==> config.mk <==
export PLATFORM = sky130hd
export DESIGN_NAME = bfs_top
export DESIGN_NICKNAME = d
export VERILOG_FILES = /design/src/design/bfs_pkg.sv /design/src/design/bfs_top.sv
export SDC_FILE = /design/constraint.sdc
export NUM_CORES = 2
export LEC_CHECK = 0
export ABC_AREA = 1
export BUFFER_PORTS_ARGS = -buffer_cell sky130_fd_sc_hd__buf_2
export CORE_MARGIN = 3
export CORE_UTILIZATION = 34
export DETAILED_ROUTE_END_ITERATION = 6
export GPL_ROUTABILITY_DRIVEN = 0
export PLACE_DENSITY_LB_ADDON = 0.05
export SYNTH_ARGS = -nofsm -noshare
export SYNTH_HDL_FRONTEND = slang
export SYNTH_SLANG_ARGS = --single-unit
==> constraint.sdc <==
create_clock -name aclk -period 6.37 [get_ports aclk]
set_clock_uncertainty 0.15 [all_clocks]
set_input_delay 0.3185 -clock aclk [delete_from_list [all_inputs] [get_ports aclk]]
set_output_delay 0.3185 -clock aclk [all_outputs]
set_load 0.02 [all_outputs]
==> src/design/bfs_pkg.sv <==
// constants and carrier types of the breaker failure supervisor
package bfs_pkg;
	localparam int ADDR_W = 6;
	localparam logic [5:0] OFS_CTRL = 6'h00;
	localparam logic [5:0] OFS_PHASE_LVL = 6'h04;
	localparam logic [5:0] OFS_RES_LVL = 6'h08;
	localparam logic [5:0] OFS_RETRIP_DLY = 6'h0C;
	localparam logic [5:0] OFS_FAIL_DLY = 6'h10;
	localparam logic [5:0] OFS_SIG_MASK = 6'h14;
	localparam logic [5:0] OFS_DO_MASK = 6'h18;
	localparam logic [5:0] OFS_STATUS = 6'h1C;
	localparam logic [5:0] OFS_SNAP = 6'h20;
	localparam int CTRL_FORCE_EN = 0;
	localparam int CTRL_RETRIP_EN = 1;
	localparam int CTRL_FORCE_LSB = 4;
	localparam int CTRL_RES_LSB = 8;
	localparam int CTRL_MODE_LSB = 12;
	localparam logic [31:0] CTRL_WMASK = 32'h0000_F373;
	localparam logic [31:0] CTRL_RESET = 32'h0000_0002;
	localparam int PHASE_LVL_W = 13;
	localparam int RES_LVL_W = 16;
	localparam int DLY_W = 19;
	localparam int MEAS_W = 16;
	localparam int CMP_W = 24;
	localparam logic [12:0] PHASE_LVL_RESET = 13'h0014;
	localparam logic [15:0] RES_LVL_RESET = 16'h04B0;
	localparam logic [18:0] RETRIP_DLY_RESET = 19'h00014;
	localparam logic [18:0] FAIL_DLY_RESET = 19'h00028;
	localparam logic [23:0] PHASE_SCALE = 24'h00000A;
	localparam logic [23:0] RELEASE_PCT = 24'h000061;
	localparam logic [23:0] FULL_PCT = 24'h000064;
	localparam int STAT_START = 4;
	localparam int STAT_RETRIP = 5;
	localparam int STAT_FAIL = 6;
	localparam int STAT_BLOCKED = 7;
	localparam int STAT_CUR_PU = 8;
	localparam int STAT_DO_PU = 9;
	localparam int STAT_SIG_PU = 10;
	localparam int STAT_FAULT_LSB = 12;
	localparam int CLK_PERIOD_NS = 100;
	localparam int CYCLE_TIME_MS = 5;
	localparam int CYCLE_CLKS = CYCLE_TIME_MS * 1000000 / CLK_PERIOD_NS;
	localparam logic [1:0] RESP_OKAY = 2'h0;
	localparam logic [1:0] RESP_SLVERR = 2'h2;
	typedef enum logic [3:0] {
		MODE_CUR = 4'h0, MODE_DO = 4'h1, MODE_SIG = 4'h2, MODE_CUR_AND_DO = 4'h3,
		MODE_CUR_OR_DO = 4'h4, MODE_CUR_AND_SIG = 4'h5, MODE_CUR_OR_SIG = 4'h6,
		MODE_SIG_AND_DO = 4'h7, MODE_SIG_OR_DO = 4'h8, MODE_ANY = 4'h9,
		MODE_ALL = 4'hA
	} bfs_mode_type;
	typedef enum logic [2:0] {
		COND_NORMAL = 3'h0, COND_START = 3'h1, COND_RETRIP = 3'h2,
		COND_FAIL = 3'h3, COND_BLOCKED = 3'h4
	} bfs_cond_type;
	typedef enum logic [1:0] {
		RES_NONE = 2'h0, RES_ONE = 2'h1, RES_TWO = 2'h2, RES_COMPUTED = 2'h3
	} bfs_res_type;
	typedef struct packed {
		logic [2:0][MEAS_W-1:0] phase;
		logic [MEAS_W-1:0] residual_input_one;
		logic [MEAS_W-1:0] residual_input_two;
		logic [MEAS_W-1:0] computed_residual;
	} bfs_meas_type;
	typedef struct packed {
		logic start;
		logic second_trip;
		logic breaker_failure_output;
		logic blocked;
		logic [2:0] condition;
	} bfs_out_type;
endpackage

==> src/design/bfs_top.sv <==
// breaker failure supervisor: pick-up, blocking, delay timers, axi4-lite registers
// Functional notes
// - selected trip events start countdown in signal modes
// - selected relay states start countdown in output modes
// - test forcing overrides state, selector defaults normal
// - three phases share threshold, residual own threshold
// - current pick-up releases below 97 percent
// - residual source: none, one, two, computed
// - eleven operating modes, default current only
// - phase threshold 0.01 steps, default 0.20
// - residual threshold 0.001 steps, default 1.200
// - start only while blocking inactive
// - signal pick-up in same evaluation cycle
// - read-only five-value condition code
// - blocking sampled at start of each cycle
// - blocked pick-up asserts blocked, no timers
// - blocking during start drops start, releases timers
// - entering blocked gives event with currents, fault
// - one pick-up starts both timers together
// - retrip disable silences retrip output
// - retrip after delay, 5 ms resolution
// - failure output after failure delay
// - counters reset once current falls below
// - current and output mode holds until output
// - inputs refreshed on 5 ms time base
//
// The AXI4-Lite register port and the address map were chosen for this implementation.
`timescale 1ns/1ps
module bfs_top import bfs_pkg::*; #(
	parameter int CYCLE_CLKS_P = CYCLE_CLKS
) (
	input logic aclk,
	input logic aresetn,
	input logic [ADDR_W-1:0] s_axi_awaddr,
	input logic s_axi_awvalid,
	output logic s_axi_awready,
	input logic [31:0] s_axi_wdata,
	input logic [3:0] s_axi_wstrb,
	input logic s_axi_wvalid,
	output logic s_axi_wready,
	output logic [1:0] s_axi_bresp,
	output logic s_axi_bvalid,
	input logic s_axi_bready,
	input logic [ADDR_W-1:0] s_axi_araddr,
	input logic s_axi_arvalid,
	output logic s_axi_arready,
	output logic [31:0] s_axi_rdata,
	output logic [1:0] s_axi_rresp,
	output logic s_axi_rvalid,
	input logic s_axi_rready,
	input bfs_meas_type meas_in,
	input logic [31:0] trip_signal_in,
	input logic [31:0] relay_state_in,
	input logic block_in,
	output bfs_out_type status_out,
	output logic block_event,
	output logic cycle_tick
);
	localparam int DIV_W = $clog2(CYCLE_CLKS_P + 1);

	logic [DIV_W-1:0] div_q;
	logic tick_q;
	logic eval_q;
	bfs_meas_type meas_q;
	logic [31:0] sig_q;
	logic [31:0] do_q;
	logic block_q;
	logic [31:0] ctrl_q;
	logic [PHASE_LVL_W-1:0] phase_lvl_q;
	logic [RES_LVL_W-1:0] res_lvl_q;
	logic [1:0][DLY_W-1:0] dly_q;
	logic [31:0] sig_mask_q;
	logic [31:0] do_mask_q;
	logic [3:0] ch_q;
	logic [3:0] ch_now;
	logic [3:0] ch_en;
	logic [3:0][CMP_W-1:0] ch_meas;
	logic [3:0][CMP_W-1:0] ch_thr;
	logic [3:0][MEAS_W-1:0] snap_q;
	logic [3:0] fault_q;
	logic [1:0][DLY_W-1:0] tcnt_q;
	logic [1:0] texp_q;
	logic cur_pu;
	logic do_pu;
	logic sig_pu;
	logic comb_pu;
	logic start_cond;
	logic run_cond;
	logic [2:0] pu_q;
	logic start_q;
	logic blocked_q;
	bfs_out_type real_out;
	bfs_out_type forced;
	bfs_out_type out_q;
	logic block_event_q;
	bfs_mode_type mode;
	bfs_res_type res_sel;
	logic retrip_en;
	logic [2:0] force_sel;

	assign mode = bfs_mode_type'(ctrl_q[CTRL_MODE_LSB +: 4]);
	assign res_sel = bfs_res_type'(ctrl_q[CTRL_RES_LSB +: 2]);
	assign retrip_en = ctrl_q[CTRL_RETRIP_EN];
	assign force_sel = ctrl_q[CTRL_FORCE_LSB +: 3];

	// program cycle divider
	always_ff @(posedge aclk) begin
		if (!aresetn) begin
			div_q <= '0;
			tick_q <= 1'b0;
		end else begin
			tick_q <= (div_q == DIV_W'(CYCLE_CLKS_P - 1));
			if (div_q == DIV_W'(CYCLE_CLKS_P - 1)) begin
				div_q <= '0;
			end else begin
				div_q <= div_q + 1'b1;
			end
		end
	end

	// inputs and blocking are captured before the evaluation cycle reads them
	always_ff @(posedge aclk) begin
		if (!aresetn) begin
			meas_q <= '0;
			sig_q <= '0;
			do_q <= '0;
			block_q <= 1'b0;
			eval_q <= 1'b0;
		end else begin
			eval_q <= tick_q;
			if (tick_q) begin
				meas_q <= meas_in;
				sig_q <= trip_signal_in;
				do_q <= relay_state_in;
				block_q <= block_in;
			end
		end
	end

	// residual measurement source; continuous like the phase lanes, so one driver kind
	assign ch_meas[3] = (res_sel == RES_ONE) ? CMP_W'(meas_q.residual_input_one)
		: (res_sel == RES_TWO) ? CMP_W'(meas_q.residual_input_two)
		: (res_sel == RES_COMPUTED) ? CMP_W'(meas_q.computed_residual)
		: '0;
	assign ch_thr[3] = CMP_W'(res_lvl_q);
	assign ch_en[3] = (res_sel != RES_NONE);

	// per channel comparator with release hysteresis
	for (genvar i = 0; i < 4; i++) begin : g_ch
		logic over;
		logic under;
		if (i < 3) begin : g_phase
			assign ch_meas[i] = CMP_W'(meas_q.phase[i]);
			assign ch_thr[i] = CMP_W'(CMP_W'(phase_lvl_q) * PHASE_SCALE);
			assign ch_en[i] = 1'b1;
		end
		assign over = ch_meas[i] > ch_thr[i];
		// release point tied to the setting, not to the pick-up value
		assign under = CMP_W'(ch_meas[i] * FULL_PCT) < CMP_W'(ch_thr[i] * RELEASE_PCT);
		assign ch_now[i] = ch_en[i] & (over | (ch_q[i] & ~under));
		always_ff @(posedge aclk) begin
			if (!aresetn) begin
				ch_q[i] <= 1'b0;
			end else if (eval_q) begin
				ch_q[i] <= ch_now[i];
			end
		end
	end

	assign cur_pu = |ch_now;
	assign sig_pu = |(sig_q & sig_mask_q);
	assign do_pu = |(do_q & do_mask_q);

	// pick-up combination per operating mode
	always_comb begin
		unique case (mode)
			MODE_CUR: comb_pu = cur_pu;
			MODE_DO: comb_pu = do_pu;
			MODE_SIG: comb_pu = sig_pu;
			MODE_CUR_AND_DO: comb_pu = cur_pu & do_pu;
			MODE_CUR_OR_DO: comb_pu = cur_pu | do_pu;
			MODE_CUR_AND_SIG: comb_pu = cur_pu & sig_pu;
			MODE_CUR_OR_SIG: comb_pu = cur_pu | sig_pu;
			MODE_SIG_AND_DO: comb_pu = sig_pu & do_pu;
			MODE_SIG_OR_DO: comb_pu = sig_pu | do_pu;
			MODE_ANY: comb_pu = cur_pu | do_pu | sig_pu;
			MODE_ALL: comb_pu = cur_pu & do_pu & sig_pu;
			default: comb_pu = 1'b0;
		endcase
	end

	// current alone raises start, the timers wait for the relay
	assign start_cond = (mode == MODE_CUR_AND_DO) ? cur_pu : comb_pu;
	assign run_cond = comb_pu & ~block_q;

	// retrip and failure timers share one pick-up
	for (genvar j = 0; j < 2; j++) begin : g_tmr
		always_ff @(posedge aclk) begin
			if (!aresetn) begin
				tcnt_q[j] <= '0;
				texp_q[j] <= 1'b0;
			end else if (eval_q) begin
				if (!run_cond) begin
					tcnt_q[j] <= '0;
					texp_q[j] <= 1'b0;
				end else begin
					if (tcnt_q[j] != {DLY_W{1'b1}}) begin
						tcnt_q[j] <= tcnt_q[j] + 1'b1;
					end
					texp_q[j] <= (CMP_W'(tcnt_q[j]) + 1'b1) >= CMP_W'(dly_q[j]);
				end
			end
		end
	end

	// real outputs, updated once per program cycle
	always_ff @(posedge aclk) begin
		if (!aresetn) begin
			start_q <= 1'b0;
			blocked_q <= 1'b0;
			pu_q <= '0;
			fault_q <= '0;
			snap_q <= '0;
			block_event_q <= 1'b0;
		end else begin
			block_event_q <= 1'b0;
			if (eval_q) begin
				start_q <= start_cond & ~block_q;
				blocked_q <= start_cond & block_q;
				pu_q <= {sig_pu, do_pu, cur_pu};
				if (start_cond & block_q & ~blocked_q) begin
					block_event_q <= 1'b1;
					fault_q <= ch_now;
					for (int k = 0; k < 4; k++) begin
						snap_q[k] <= ch_meas[k][MEAS_W-1:0];
					end
				end
			end
		end
	end

	always_comb begin
		real_out.start = start_q;
		real_out.second_trip = start_q & texp_q[0] & retrip_en;
		real_out.breaker_failure_output = start_q & texp_q[1];
		real_out.blocked = blocked_q;
		if (blocked_q) begin
			real_out.condition = COND_BLOCKED;
		end else if (real_out.breaker_failure_output) begin
			real_out.condition = COND_FAIL;
		end else if (real_out.second_trip) begin
			real_out.condition = COND_RETRIP;
		end else if (start_q) begin
			real_out.condition = COND_START;
		end else begin
			real_out.condition = COND_NORMAL;
		end
	end

	// forced states for commissioning; codes above four act as normal
	always_comb begin
		forced.condition = (force_sel > 3'(COND_BLOCKED)) ? COND_NORMAL : force_sel;
		forced.start = (forced.condition == COND_START) | (forced.condition == COND_RETRIP)
			| (forced.condition == COND_FAIL);
		forced.second_trip = (forced.condition == COND_RETRIP) & retrip_en;
		forced.breaker_failure_output = (forced.condition == COND_FAIL);
		forced.blocked = (forced.condition == COND_BLOCKED);
	end

	always_ff @(posedge aclk) begin
		if (!aresetn) begin
			out_q <= '0;
		end else begin
			out_q <= ctrl_q[CTRL_FORCE_EN] ? forced : real_out;
		end
	end

	assign status_out = out_q;
	assign block_event = block_event_q;
	assign cycle_tick = eval_q;

	// axi4-lite write path
	logic aw_got_q;
	logic w_got_q;
	logic awready_q;
	logic wready_q;
	logic bvalid_q;
	logic [1:0] bresp_q;
	logic [ADDR_W-1:0] wr_addr_q;
	logic [31:0] wr_data_q;
	logic [3:0] wr_strb_q;
	logic do_write;
	logic aw_got_d;
	logic w_got_d;
	logic bvalid_d;
	logic wr_hit;

	function automatic logic [31:0] merge(input logic [31:0] old, input logic [31:0] dat,
		input logic [3:0] strb);
		logic [31:0] res;
		res = old;
		for (int b = 0; b < 4; b++) begin
			if (strb[b]) begin
				res[8*b +: 8] = dat[8*b +: 8];
			end
		end
		return res;
	endfunction

	assign do_write = aw_got_q & w_got_q & ~bvalid_q;
	always_comb begin
		aw_got_d = (aw_got_q | (s_axi_awvalid & awready_q)) & ~do_write;
		w_got_d = (w_got_q | (s_axi_wvalid & wready_q)) & ~do_write;
		bvalid_d = (bvalid_q & ~s_axi_bready) | do_write;
		unique case (wr_addr_q)
			OFS_CTRL, OFS_PHASE_LVL, OFS_RES_LVL, OFS_RETRIP_DLY,
			OFS_FAIL_DLY, OFS_SIG_MASK, OFS_DO_MASK: wr_hit = 1'b1;
			default: wr_hit = 1'b0;
		endcase
	end

	always_ff @(posedge aclk) begin
		if (!aresetn) begin
			aw_got_q <= 1'b0;
			w_got_q <= 1'b0;
			awready_q <= 1'b0;
			wready_q <= 1'b0;
			bvalid_q <= 1'b0;
			bresp_q <= RESP_OKAY;
			wr_addr_q <= '0;
			wr_data_q <= '0;
			wr_strb_q <= '0;
		end else begin
			aw_got_q <= aw_got_d;
			w_got_q <= w_got_d;
			bvalid_q <= bvalid_d;
			awready_q <= ~aw_got_d & ~bvalid_d & ~do_write;
			wready_q <= ~w_got_d & ~bvalid_d & ~do_write;
			if (s_axi_awvalid & awready_q) begin
				wr_addr_q <= {s_axi_awaddr[ADDR_W-1:2], 2'b00};
			end
			if (s_axi_wvalid & wready_q) begin
				wr_data_q <= s_axi_wdata;
				wr_strb_q <= s_axi_wstrb;
			end
			if (do_write) begin
				bresp_q <= wr_hit ? RESP_OKAY : RESP_SLVERR;
			end
		end
	end

	// settings registers
	always_ff @(posedge aclk) begin
		if (!aresetn) begin
			ctrl_q <= CTRL_RESET;
			phase_lvl_q <= PHASE_LVL_RESET;
			res_lvl_q <= RES_LVL_RESET;
			dly_q[0] <= RETRIP_DLY_RESET;
			dly_q[1] <= FAIL_DLY_RESET;
			sig_mask_q <= '0;
			do_mask_q <= '0;
		end else if (do_write) begin
			unique case (wr_addr_q)
				OFS_CTRL: ctrl_q <= merge(ctrl_q, wr_data_q, wr_strb_q) & CTRL_WMASK;
				OFS_PHASE_LVL: phase_lvl_q <= PHASE_LVL_W'(merge(32'(phase_lvl_q),
					wr_data_q, wr_strb_q));
				OFS_RES_LVL: res_lvl_q <= RES_LVL_W'(merge(32'(res_lvl_q),
					wr_data_q, wr_strb_q));
				OFS_RETRIP_DLY: dly_q[0] <= DLY_W'(merge(32'(dly_q[0]),
					wr_data_q, wr_strb_q));
				OFS_FAIL_DLY: dly_q[1] <= DLY_W'(merge(32'(dly_q[1]),
					wr_data_q, wr_strb_q));
				OFS_SIG_MASK: sig_mask_q <= merge(sig_mask_q, wr_data_q, wr_strb_q);
				OFS_DO_MASK: do_mask_q <= merge(do_mask_q, wr_data_q, wr_strb_q);
				default: ;
			endcase
		end
	end

	assign s_axi_awready = awready_q;
	assign s_axi_wready = wready_q;
	assign s_axi_bvalid = bvalid_q;
	assign s_axi_bresp = bresp_q;

	// axi4-lite read path
	logic arready_q;
	logic rvalid_q;
	logic [31:0] rdata_q;
	logic [1:0] rresp_q;
	logic ar_take;
	logic rvalid_d;
	logic [31:0] rd_word;
	logic rd_hit;
	logic [ADDR_W-1:0] rd_addr;

	assign ar_take = s_axi_arvalid & arready_q;
	assign rvalid_d = (rvalid_q & ~s_axi_rready) | ar_take;
	assign rd_addr = {s_axi_araddr[ADDR_W-1:2], 2'b00};

	always_comb begin
		rd_word = '0;
		rd_hit = 1'b1;
		unique case (rd_addr)
			OFS_CTRL: rd_word = ctrl_q;
			OFS_PHASE_LVL: rd_word = 32'(phase_lvl_q);
			OFS_RES_LVL: rd_word = 32'(res_lvl_q);
			OFS_RETRIP_DLY: rd_word = 32'(dly_q[0]);
			OFS_FAIL_DLY: rd_word = 32'(dly_q[1]);
			OFS_SIG_MASK: rd_word = sig_mask_q;
			OFS_DO_MASK: rd_word = do_mask_q;
			OFS_STATUS: begin
				rd_word[2:0] = out_q.condition;
				rd_word[STAT_START] = out_q.start;
				rd_word[STAT_RETRIP] = out_q.second_trip;
				rd_word[STAT_FAIL] = out_q.breaker_failure_output;
				rd_word[STAT_BLOCKED] = out_q.blocked;
				rd_word[STAT_SIG_PU:STAT_CUR_PU] = pu_q;
				rd_word[STAT_FAULT_LSB +: 4] = fault_q;
			end
			default: begin
				if (rd_addr[ADDR_W-1:4] == OFS_SNAP[ADDR_W-1:4]) begin
					rd_word = 32'(snap_q[rd_addr[3:2]]);
				end else begin
					rd_hit = 1'b0;
				end
			end
		endcase
	end

	always_ff @(posedge aclk) begin
		if (!aresetn) begin
			arready_q <= 1'b0;
			rvalid_q <= 1'b0;
			rdata_q <= '0;
			rresp_q <= RESP_OKAY;
		end else begin
			rvalid_q <= rvalid_d;
			arready_q <= ~rvalid_d;
			if (ar_take) begin
				rdata_q <= rd_word;
				rresp_q <= rd_hit ? RESP_OKAY : RESP_SLVERR;
			end
		end
	end

	assign s_axi_arready = arready_q;
	assign s_axi_rvalid = rvalid_q;
	assign s_axi_rdata = rdata_q;
	assign s_axi_rresp = rresp_q;
endmodule

==> impl_metrics.json <==
{
  "path_clk_slew_ns": 0.06,
  "initial_core_util": 0.3433,
  "wl_met3_mm": 9.470,
  "r2r_setup_slack_ns": -0.49,
  "r2r-start": "phase_lvl_q[3]$_SDFFE_PN0P_",
  "via_count": 35271,
  "drive_gt1_frac": 0.1746,
  "drtPass1Iterations": 6,
  "worstReg2RegEnd": "tcnt_q[10]$_SDFFE_PN0P_",
  "cts_tree": "yes",
  "m1WireLength_mm": 66.07,
  "r2r_cells": 42,
  "die_w_um": 332.3,
  "min_path_type": "in -> reg",
  "ir_drop_mv": 0.1960,
  "worstPathRequired_ns": 6.71,
  "syn_area_per_cell_um2": 7.148,
  "cp-startpoint": "phase_lvl_q[3]$_SDFFE_PN0P_",
  "endpoint": "tcnt_q[10]$_SDFFE_PN0P_",
  "synthTopCellsByArea": "dfxtp_1, ha_1, inv_1",
  "final_core_util": 0.4547,
  "fp.dieH_um": 332.3,
  "placed_area_mm2": 0.04073,
  "wl_met2_mm": 60.66,
  "drc_errors": 0,
  "drv_slew": 0,
  "max_cap_viol_count": 0,
  "wl_mm": 139.7,
  "dp_hpwl_mm": 105.7,
  "port_buffers": 259,
  "cts_num_sinks": 527,
  "core_mm2": 0.1054,
  "violations": "setup timing",
  "ys_async_sr_fraction": 0,
  "top_layer": "met5",
  "power_mw": 7.978,
  "period_needed_ns": 6.864,
  "synthCells": 5063,
  "fin_nets": 6590,
  "yosys_register_bits": 527,
  "tightest_slew_ns": 1.039,
  "wl_per_cell_um": 19.32,
  "path_common_cell": "ha_1",
  "synth_edf_count": 0,
  "ys.flop_type": "dfxtp_1",
  "overflow": 0,
  "slew_headroom": 0.2998,
  "final_common_cell": "inv_1",
  "critPathLaunchType": "flip-flop",
  "rsz0062_at_grt": "true",
  "finalSetupViolations": 111,
  "ys_seq_area_frac": 0.2915,
  "slowest_stage": "fa_1",
  "mostFrequentLayoutCells": "inv_1, nand2_1, nor2_1, dfxtp_1, ha_1",
  "final_cell_area_mm2": 0.04793,
  "ant_nets": 0,
  "clock_latency_ns": 0.65,
  "p_per_area_mw_per_mm2": 166.4,
  "p_leak_nw": 23.68,
  "synth_top_area_frac": 0.2915,
  "gr-usage-all-layers": 0.2467,
  "antenna_found_initial": 13,
  "worstSetupPathType": "reg -> reg",
  "hold_viol": 0,
  "viasPerCell": 4.877,
  "grt_first_pass_wirelength_mm": 208.0,
  "die-area_mm2": 0.1104,
  "areaGrowthSynthToFinish_pct": 32.44,
  "timing.critical_path.to_type": "flip-flop",
  "rows": 119,
  "max_stage_delay_ns": 0.49,
  "num_io_pins": 266,
  "max_freq_mhz": 145.7,
  "synth_cell_types": 54,
  "cts_made_buffers": 69,
  "yosys.area.top_type": "dfxtp_1",
  "grt_pass1_vias": 33744,
  "dpl_worst_slack_ns": -0.9168,
  "netlist_area_mm2": 0.03619,
  "yosys_warnings": 0,
  "crit_arrival_ns": 7.20,
  "htreeDepth": 3,
  "min_period_over_period": 1.078,
  "drt_iter0_markers": 2293,
  "cp_max_fo": 4,
  "status": "finished with violations",
  "cts_root_buf": "clkbuf_16",
  "fin_ws_ns": -0.4939,
  "clock_path_buffers": 3,
  "grt_max_degree": 190
}
==> stage by stage <==
stage / setup TNS (ns) / hold WS (ns) / instances
2_1_floorplan: 0 / 0.2675 / 5064
3_3_place_gp: -93.73 / 0.2819 / 6827
3_5_place_dp: -92.64 / 0.2954 / 6827
4_1_cts: -41.63 / 0.03417 / 7214
5_1_grt: -92.86 / 0.08841 / 7229
6_report: -47.82 / 0.07628 / 7232
==> sequential cells by signal, summed over array words and instances, names as in the netlist, 7 cells and up <==
name and flops:
s_axi_rdata 32, status_out 7, do_mask_q 32, do_q 32, tcnt_q 38, wr_data_q 32, phase_lvl_q 13, sig_mask_q 32
div_q 16, meas_q 48, sig_q 32, dly_q 38, res_lvl_q 16, ctrl_q 11, snap_q 64, ch_meas 48
==> layout make-up <==
| class | count | area, µm² |
|---|---|---|
| Fill cell | 10794 | 57480 |
| Multi-Input combinational cell | 3528 | 23440 |
| Sequential cell | 527 | 10570 |
| Timing Repair Buffer | 810 | 6554 |
| Inverter | 847 | 3206 |
| Clock buffer | 105 | 2052 |
| Tap cell | 1391 | 1740 |
| Clock inverter | 20 | 357.8 |
| Antenna cell | 4 | 10.01 |
==> power by group <==
group | switching, mW | internal (mW)
sequential | 0.0574 | 3.33
combinational | 0.244 | 0.196
clock | 1.69 | 2.46
==> timing repair <==
| action | CTS | global route |
|---|---|---|
| hold endpoints to repair | 245 | 0 |
| setup endpoints to repair | 112 | 112 |
| resized for setup | 287 | 132 |
| hold buffers | 220 | 0 |
| cloned | 15 | 4 |
| pin swaps | 56 | 75 |
| buffers inserted | 30 | 12 |
==> cell families (layout without fill, tap and decap cells) <==
logic type | Yosys count | in the layout | synth area share
compound gates | 1081 | 1081 | 0.1620
xor+xnor | 118 | 118 | 0.02856
fa+ha+maj | 591 | 591 | 0.2168
buf+inv | 1010 | 1782 | 0.1070
flops | 527 | 527 | 0.2915
other cells | 1 | 6 | 0.0001036
simple gates | 1735 | 1736 | 0.1941
==> cell usage after synthesis, drive strengths merged, types with 2 or more instances <==
library cell  instances
a2111oi               4
a211oi                7
a21boi                3
a21o                  9
a21oi               427
a221oi               17
a22o                  3
a22oi                 2
a31oi                44
a41oi                 3
and2                  8
and3                  4
buf                  33
clkbuf              130
clkinv                5
dfxtp               527
fa                   60
ha                  531
inv                 842
nand2               817
nand3               158
nand3b                4
nand4                36
nor2                638
nor3                 50
nor3b                 3
nor4                 12
o2111ai               7
o211ai                6
o21a                  5
o21ai               427
o21bai               14
o221ai                4
o22ai                95
o31ai                 3
or3                   2
xnor2                31
xor2                 87
==> layer usage <==
metal	vias up	global-route usage
met5	-	0
met4	4	0.05954
met3	183	0.05082
met2	952	0.3904
met1	16151	0.3429
li1	17981	-
==> critical path, delay by kind of cell (launching register included) <==
family / cells / cell delay (ns)
fa+ha+maj: 9 / 2.66
compound gates: 3 / 0.47
simple gates: 17 / 1.44
xor+xnor: 2 / 0.36
buf+inv: 11 / 1.24
flops: 1 / 0.36
==> worst min-delay path by stage <==
stage                             start                           end  slack, ns  cells past startpoint
floorplan           div_q[0]$_SDFF_PP0_           div_q[0]$_SDFF_PP0_       0.27                      1
global placement    div_q[0]$_SDFF_PP0_           div_q[0]$_SDFF_PP0_       0.28                      1
detailed placement  div_q[0]$_SDFF_PP0_           div_q[0]$_SDFF_PP0_       0.30                      1
CTS                       s_axi_arvalid  s_axi_rdata[23]$_SDFFE_PN0P_       0.03                      5
global route              s_axi_arvalid  s_axi_rdata[22]$_SDFFE_PN0P_       0.09                      5
finish                    s_axi_awvalid     wr_addr_q[3]$_SDFFE_PN0P_       0.08                      3
Power figures use the tool's default switching activity.
